**src/decode_map.svh**
```systemverilog
// opcode group codes, field positions and counts for the instruction decoder
// assumes opcode byte 0 carries group and variant, byte 1 carries operand fields
`ifndef DECODE_MAP_SVH
`define DECODE_MAP_SVH

// group field and variant bits of the first opcode byte
`define GRP_MSB 7
`define GRP_LSB 3
`define VAR_ALT 0
`define VAR_FOUR 1
`define MAC_FUNC_MSB 2
`define MAC_FUNC_LSB 0

// operand byte fields
`define TRAP_MSB 6
`define TRAP_LSB 0
`define HOLD_MSB 5
`define HOLD_LSB 4
`define HOLD_BASE 3'h1

// group codes
`define GRP_ADD 5'h00
`define GRP_ADDC 5'h01
`define GRP_SUB 5'h02
`define GRP_SUBC 5'h03
`define GRP_MUL 5'h04
`define GRP_DIV 5'h05
`define GRP_CMPDEC 5'h06
`define GRP_CMPINC 5'h07
`define GRP_NORM 5'h08
`define GRP_SHRA 5'h09
`define GRP_WIDEN 5'h0a
`define GRP_JBIT1 5'h0b
`define GRP_JBIT0 5'h0c
`define GRP_BFIELD 5'h0d
`define GRP_BCOPY 5'h0e
`define GRP_PUSHCALL 5'h0f
`define GRP_CTXSW 5'h10
`define GRP_TRAP 5'h11
`define GRP_MAC 5'h12
`define GRP_WDOG 5'h13
`define GRP_EXTPAGE 5'h14
`define GRP_EXTSEG 5'h15
`define GRP_UNINT 5'h16
`define GRP_SLEEP 5'h17
`define GRP_NOP 5'h18

`endif

```
**src/decode_pkg.sv**
```systemverilog
// types shared by the instruction decoder and its bench
// assumes decode_map.svh supplies the numeric codes
package decode_pkg;

	typedef enum logic [4:0] {
		illegal_op,
		add_op,
		add_with_carry,
		sub_op,
		subtract_with_carry,
		multiply_op,
		short_divide_op,
		long_divide_op,
		compare_then_decrement,
		compare_then_increment,
		normalize_shift_count,
		sign_fill_right_shift,
		byte_widen_move,
		jump_on_bit_one,
		jump_on_bit_zero,
		masked_byte_field_modify,
		bit_copy,
		push_and_call,
		context_switch,
		soft_trap_op,
		mac_op,
		watchdog_on_off,
		extended_page_sequence,
		extended_segment_sequence,
		uninterruptible_sequence,
		legacy_sleep_opcode,
		null_op
	} op_class_t;

	typedef struct packed {
		op_class_t cls;
		logic four_byte;
		logic byte_op;
		logic use_carry;
		logic is_unsigned;
		logic step_two;
		logic count_up;
		logic zero_ext;
		logic sign_fill;
		logic bit_write;
		logic bit_value;
		logic invert;
		logic high_byte;
		logic push_first;
		logic reg_ext;
		logic wdt_enable;
		logic no_effect;
		logic [2:0] mac_func;
		logic [6:0] trap_num;
	} dec_t;

endpackage : decode_pkg

```
**src/cpu_instruction_decode.sv**
```systemverilog
// instruction decoder: class, length and variant fields of each fetched opcode
// assumes fetch presents both leading bytes with a one-cycle valid on sys_clk_in
`include "decode_map.svh"

// What this block does
// - multiply of two registers, signed or unsigned, two bytes long
// - short divide of low product half by a register, two bytes
// - long divide of full product register by a register, two bytes
// - compare then decrement register by one or two, two or four bytes
// - compare then increment register by one or two
// - normalisation count of one register written into another register
// - arithmetic right shift fills with sign bit, two bytes
// - byte to word move with sign or zero extension, two or four bytes
// - jump if bit one, optional clear of the bit, four bytes
// - jump if bit zero, optional set of the bit, four bytes
// - masked modify of high or low byte with immediate data, four bytes
// - copy bit to bit, optionally inverted, four bytes
// - push register then call absolute subroutine, four bytes
// - push register then load it with a word operand, four bytes
// - software trap with immediate trap number, two bytes
// - add and subtract, with or without carry, word or byte, two or four bytes
// - every multiply-accumulate coprocessor operation is four bytes
// - watchdog disable and enable opcodes, four bytes
// - extended page or segment sequences, optional register switch, two or four bytes
// - legacy sleep opcode decodes as legal but does nothing
module cpu_instruction_decode (
	// clock and reset
	input wire logic sys_clk_in,
	input wire logic reset_n_in,
	// fetch side
	input wire logic op_valid_in,
	input wire logic [7:0] op_byte0_in,
	input wire logic [7:0] op_byte1_in,
	// execute side
	output logic dec_valid_out,
	output decode_pkg::dec_t dec_out,
	output logic len_four_out,
	output logic irq_hold_out
);

	function automatic decode_pkg::op_class_t group_class(input logic [4:0] g,
		input logic long_v);
		case (g)
			`GRP_ADD: group_class = decode_pkg::add_op;
			`GRP_ADDC: group_class = decode_pkg::add_with_carry;
			`GRP_SUB: group_class = decode_pkg::sub_op;
			`GRP_SUBC: group_class = decode_pkg::subtract_with_carry;
			`GRP_MUL: group_class = decode_pkg::multiply_op;
			`GRP_DIV: group_class = long_v ? decode_pkg::long_divide_op :
				decode_pkg::short_divide_op;
			`GRP_CMPDEC: group_class = decode_pkg::compare_then_decrement;
			`GRP_CMPINC: group_class = decode_pkg::compare_then_increment;
			`GRP_NORM: group_class = decode_pkg::normalize_shift_count;
			`GRP_SHRA: group_class = decode_pkg::sign_fill_right_shift;
			`GRP_WIDEN: group_class = decode_pkg::byte_widen_move;
			`GRP_JBIT1: group_class = decode_pkg::jump_on_bit_one;
			`GRP_JBIT0: group_class = decode_pkg::jump_on_bit_zero;
			`GRP_BFIELD: group_class = decode_pkg::masked_byte_field_modify;
			`GRP_BCOPY: group_class = decode_pkg::bit_copy;
			`GRP_PUSHCALL: group_class = decode_pkg::push_and_call;
			`GRP_CTXSW: group_class = decode_pkg::context_switch;
			`GRP_TRAP: group_class = decode_pkg::soft_trap_op;
			`GRP_MAC: group_class = decode_pkg::mac_op;
			`GRP_WDOG: group_class = decode_pkg::watchdog_on_off;
			`GRP_EXTPAGE: group_class = decode_pkg::extended_page_sequence;
			`GRP_EXTSEG: group_class = decode_pkg::extended_segment_sequence;
			`GRP_UNINT: group_class = decode_pkg::uninterruptible_sequence;
			`GRP_SLEEP: group_class = decode_pkg::legacy_sleep_opcode;
			`GRP_NOP: group_class = decode_pkg::null_op;
			default: group_class = decode_pkg::illegal_op;
		endcase
	endfunction : group_class

	// opcode fields
	wire logic [4:0] grp = op_byte0_in[`GRP_MSB:`GRP_LSB];
	wire logic alt = op_byte0_in[`VAR_ALT];
	wire logic four_v = op_byte0_in[`VAR_FOUR];
	wire logic [2:0] mac_field = op_byte0_in[`MAC_FUNC_MSB:`MAC_FUNC_LSB];
	wire logic [6:0] trap_field = op_byte1_in[`TRAP_MSB:`TRAP_LSB];
	decode_pkg::op_class_t cls_w;
	assign cls_w = group_class(grp, four_v);

	// length selection
	wire logic fixed_four = cls_w inside {decode_pkg::jump_on_bit_one,
		decode_pkg::jump_on_bit_zero, decode_pkg::masked_byte_field_modify,
		decode_pkg::bit_copy, decode_pkg::push_and_call, decode_pkg::context_switch,
		decode_pkg::mac_op, decode_pkg::watchdog_on_off,
		decode_pkg::legacy_sleep_opcode};
	wire logic var_len = cls_w inside {decode_pkg::add_op, decode_pkg::add_with_carry,
		decode_pkg::sub_op, decode_pkg::subtract_with_carry,
		decode_pkg::compare_then_decrement, decode_pkg::compare_then_increment,
		decode_pkg::byte_widen_move, decode_pkg::extended_page_sequence,
		decode_pkg::extended_segment_sequence};
	wire logic four_w = fixed_four | (var_len & four_v);

	// class groupings
	wire logic is_arith = cls_w inside {decode_pkg::add_op, decode_pkg::add_with_carry,
		decode_pkg::sub_op, decode_pkg::subtract_with_carry};
	wire logic is_carry = cls_w inside {decode_pkg::add_with_carry,
		decode_pkg::subtract_with_carry};
	wire logic is_div = cls_w inside {decode_pkg::short_divide_op,
		decode_pkg::long_divide_op};
	wire logic is_step = cls_w inside {decode_pkg::compare_then_decrement,
		decode_pkg::compare_then_increment};
	wire logic is_jbit = cls_w inside {decode_pkg::jump_on_bit_one,
		decode_pkg::jump_on_bit_zero};
	wire logic is_ext = cls_w inside {decode_pkg::extended_page_sequence,
		decode_pkg::extended_segment_sequence};
	wire logic is_push = cls_w inside {decode_pkg::push_and_call,
		decode_pkg::context_switch};
	wire logic seq_open = op_valid_in & (is_ext |
		(cls_w == decode_pkg::uninterruptible_sequence));

	// decoded word
	decode_pkg::dec_t dec_w;
	assign dec_w.cls = cls_w;
	assign dec_w.four_byte = four_w;
	assign dec_w.byte_op = is_arith & alt;
	assign dec_w.use_carry = is_carry;
	assign dec_w.is_unsigned = ((cls_w == decode_pkg::multiply_op) | is_div) & alt;
	assign dec_w.step_two = is_step & alt;
	assign dec_w.count_up = cls_w == decode_pkg::compare_then_increment;
	assign dec_w.zero_ext = (cls_w == decode_pkg::byte_widen_move) & alt;
	assign dec_w.sign_fill = cls_w == decode_pkg::sign_fill_right_shift;
	assign dec_w.bit_write = is_jbit & alt;
	assign dec_w.bit_value = cls_w == decode_pkg::jump_on_bit_zero;
	assign dec_w.invert = (cls_w == decode_pkg::bit_copy) & alt;
	assign dec_w.high_byte = (cls_w == decode_pkg::masked_byte_field_modify) & alt;
	assign dec_w.push_first = is_push;
	assign dec_w.reg_ext = is_ext & alt;
	assign dec_w.wdt_enable = (cls_w == decode_pkg::watchdog_on_off) & alt;
	assign dec_w.no_effect = cls_w == decode_pkg::legacy_sleep_opcode;
	assign dec_w.mac_func = (cls_w == decode_pkg::mac_op) ?
		mac_field : 3'h0;
	assign dec_w.trap_num = (cls_w == decode_pkg::soft_trap_op) ?
		trap_field : 7'h00;

	// interrupt hold-off over covered instructions
	logic [2:0] hold_cnt_reg;
	logic [2:0] hold_cnt_next;
	wire logic [2:0] hold_len = {1'b0, op_byte1_in[`HOLD_MSB:`HOLD_LSB]} + `HOLD_BASE;
	wire logic hold_step = op_valid_in & (hold_cnt_reg != 3'h0);
	assign hold_cnt_next = seq_open ? hold_len :
		(hold_step ? hold_cnt_reg - 3'h1 : hold_cnt_reg);

	// output registers
	logic dec_valid_reg;
	decode_pkg::dec_t dec_reg;
	logic len_four_reg;
	logic irq_hold_reg;

	always_ff @(posedge sys_clk_in or negedge reset_n_in) begin
		if (!reset_n_in) begin
			dec_valid_reg <= 1'b0;
			dec_reg <= '0;
			len_four_reg <= 1'b0;
			hold_cnt_reg <= 3'h0;
			irq_hold_reg <= 1'b0;
		end else begin
			dec_valid_reg <= op_valid_in;
			dec_reg <= op_valid_in ? dec_w : dec_reg;
			len_four_reg <= op_valid_in ? four_w : len_four_reg;
			hold_cnt_reg <= hold_cnt_next;
			irq_hold_reg <= hold_cnt_next != 3'h0;
		end
	end

	assign dec_valid_out = dec_valid_reg;
	assign dec_out = dec_reg;
	assign len_four_out = len_four_reg;
	assign irq_hold_out = irq_hold_reg;
endmodule : cpu_instruction_decode

```
**config.mk**
```make
export PLATFORM = sky130hd
export DESIGN_NAME = cpu_instruction_decode
export DESIGN_NICKNAME = d
export VERILOG_FILES = /design/src/decode_pkg.sv /design/src/cpu_instruction_decode.sv
export VERILOG_INCLUDE_DIRS = /design/src /design/src/src
export SDC_FILE = /design/constraint.sdc
export NUM_CORES = 1
export LEC_CHECK = 0
export BUFFER_PORTS_ARGS = -buffer_cell sky130_fd_sc_hd__buf_2
export CAP_MARGIN = 25
export CELL_PAD_IN_SITES_DETAIL_PLACEMENT = 1
export CELL_PAD_IN_SITES_GLOBAL_PLACEMENT = 2
export CORE_AREA = 5 5 69 96
export DETAILED_ROUTE_END_ITERATION = 8
export DIE_AREA = 0 0 74 101
export PLACE_DENSITY = 0.87
export SLEW_MARGIN = 20
export SYNTH_ARGS = -nofsm -noshare
export SYNTH_HDL_FRONTEND = slang
export SYNTH_SLANG_ARGS = --single-unit
```
**constraint.sdc**
```tcl
create_clock -name sys_clk_in -period 3.11 [get_ports sys_clk_in]
set_input_delay 0.1555 -clock sys_clk_in [delete_from_list [all_inputs] [get_ports sys_clk_in]]
set_output_delay 0.1555 -clock sys_clk_in [all_outputs]
set_load 0.1 [all_outputs]
```
==> summary.md <==
| Metric | Value |
|---|---|
| Final Max Tran Viols | 0 |
| Clk buf depth | 2 |
| Layout Skew | roughly 0.93 ps |
| Clk sink count | 36 |
| First-pass GRT wire length | between 8000 and 9000 µm |
| Post-CTS Hold Buffers | 1 |
| Number of I/O pins | 53 |
| Final setup fails | 0 |
| Placeable Area | between 5000 and 6000 µm² |
| CTS resizes | 0 |
| Final Critical Period | 1540 ps |
| Post-synth EDFFs | 0 |
| Clk_lat worst skew | a little under 300 ps |
| Remaining DRCs | 0 |
| Port Buf Inserts | 51 |
| Diode count | 0 |
| Wire per inst | between 15 and 20 µm |
| Initial core utilization | between 30% and 40% |
| Status | completed |
| Final Hold Viols | 0 |
| WHS | roughly 82 ps |
| DRT Wirelength | between 5000 and 6000 µm |
| # Max-Cap Violations | 0 |
| Die Width | between 70 and 80 µm |
| Initial antenna violation count | 0 |
| CP Launch Type | register |
| Post-CTS Repair Setup Buffers | 0 |
| Max Clk Rate | 0.648 GHz |
| Die ar. | between 7000 and 8000 µm² |
| Grt total ovfl | 0 |
| Clk slew on worst S/H paths | around 70 ps |
| DP Wirelength | 3660 µm |
| Critical Path End Type | register |
| Worst Tran Pin Value | about 800 ps |
| H-tree Lvls | 2 |
| Worst hold path type | primary input to register |
| Tot GR Track Use | approximately 14% |
| Mapped Area | between 1500 and 2000 µm² |
| CTS tree | built |
| Slew margin rel. | a little under half |
| Distinct cells, synth | between 40 and 50 |
| Final GP Congestion | between 0.8 and 0.9 |
| Yosys warning count | 0 |
| Final WS setup | 1570 ps |
| Number of CTS-inserted buffers | 5 |
| Worst Path Arrival | 1750 ps |
| Vias/cell | around 5.2 |
| Die Y | 101 µm |
| Root Driver | clkbuf_8 |
| Post-synthesis async set-or-reset flop share | 100% |
| Flop-to-flop setup slack | between 1500 and 2000 ps |
| TritonRoute pass-1 iters | 4 |
| Seq/Total Area, Yosys | roughly half |
| Worst-case vdd ir drop | around 0.31 mV |
| Share of layout cells above drive strength 1 | between 20 and 30% |
| Largest net degree at the start of global routing | 37 |
| Initial DRC count | 21 |
| Cell row count | 33 |
| Area delta synth->final | 19.8% |
| Fin Setup TNS | 0 ps |
| #FFs+latches synth | 36 |
| Fill cells | 682 |
| RSZ-0062 raised after global routing | no |
| Max reg flops | 30 |
| Final worst path period share | between 40% and 50% |
| Lkg Pwr | between 0.001 and 0.0015 µW |
| Syn Inst Count | about 190 |
| Critical-path maximum fanout | 7 |
| Post-DRT Antenna Nets | 0 |
| Worst EP required | between 3000 and 4000 ps |
| Vias | 1,562 |
| Syn avg cell area | just under 10 µm² |
| Pwr Density | 602 nW/µm² |
| Vias in the first global route | 1,672 |
| Final net count | around 250 |
| Post-Syn Nets | ~210 |
| Post-synth top flop | dfrtp_1 |
| Setup Crit Path Kind | register to register |
| Setup WS pre-CTS | 1500 ps |
==> stage by stage <==
step,total power [µW],instance area [µm²],util (%),cells
final,1310,2180,37.9,301
after global placement,952,2070,36.1,293
after floorplan,877,1820,-,187
after global routing,1390,2180,37.9,301
after detailed placement,963,2070,36.1,293
after CTS,1330,2180,37.9,301
==> cell type report <==
class	instances	area, µm²	area share, %
flip-flops and latches	36	901	41.4
multi-input cells	123	774	35.6
repair buffers	53	273	12.5
clock buffers	7	96.3	4.43
well taps	70	87.6	4.02
inverters	12	45.0	2.07
==> placed cells by master (no fill, tap or decap), types with 6 or more instances in the layout <==
cell,count
a21oi_1,15
a22o_1,9
buf_2,51
clkbuf_8,7
dfrtp_1,36
inv_1,10
nand2_1,17
nand2b_1,6
nor2_1,12
o21ai_0,9
o2bb2ai_1,7
==> worst max-delay path, stage by stage (launching register included) <==
cell	delay, ps
dfrtp_1	370
inv_1	50
ha_1	190
ha_1	160
nand2b_1	240
xnor2_1	200
nor2_1	70
a32oi_1	170
==> Yosys cell counts (4+ instances only) <==
library cell / count / area share (%)
nor2_1: 12 / 2.5
o32ai_1: 4 / 1.9
nand3_1: 4 / 1.1
a21oi_1: 15 / 4.1
inv_1: 10 / 2.1
o2bb2ai_1: 7 / 3.4
nand2_1: 17 / 3.5
dfrtp_1: 36 / 50
clkbuf_1: 5 / 1.0
nand2b_1: 6 / 2.1
o21ai_0: 9 / 2.5
o21a_1: 4 / 1.7
a22o_1: 9 / 4.3
==> where the power goes <==
part / switching (µW) / leakage [µW] / internal [µW]
clock network: 164 / 0.0000503 / 197
logic: 316 / 0.000524 / 104
registers: 20.2 / 0.000474 / 509
total: 500 / 0.00105 / 810
==> final timing paths <==
path / cells after the start / start / to
max: 7 / hold_cnt_reg[0] / irq_hold_out
min in group asynchronous: 2 / reset_n_in / dec_out[3]
max in group asynchronous: 2 / reset_n_in / dec_out[16]
max reg2reg: 7 / hold_cnt_reg[0] / irq_hold_out
min reg2reg: 2 / dec_out[16] / dec_out[16]
min: 2 / op_byte1_in[3] / dec_out[3]
==> metal layers <==
metal / up-vias / track usage (%) / routed length, µm
met5: - / 0 / 0
met4: 0 / 5.30 / 76
met3: 6 / 3.59 / 250
met2: 38 / 24.9 / 2680
met1: 765 / 16.2 / 2000
li1: 753 / - / -
==> logic make-up after synthesis <==
family	synth area share (%)
xor gates and xnor gates	0.964
DFF	49.6
AOI/OAI and AO/OA	24.3
adders and majority gates	2.06
and+or+nand+nor	15.3
buffers and inverters	7.85
No activity file was read; power rests on OpenSTA's default activity.
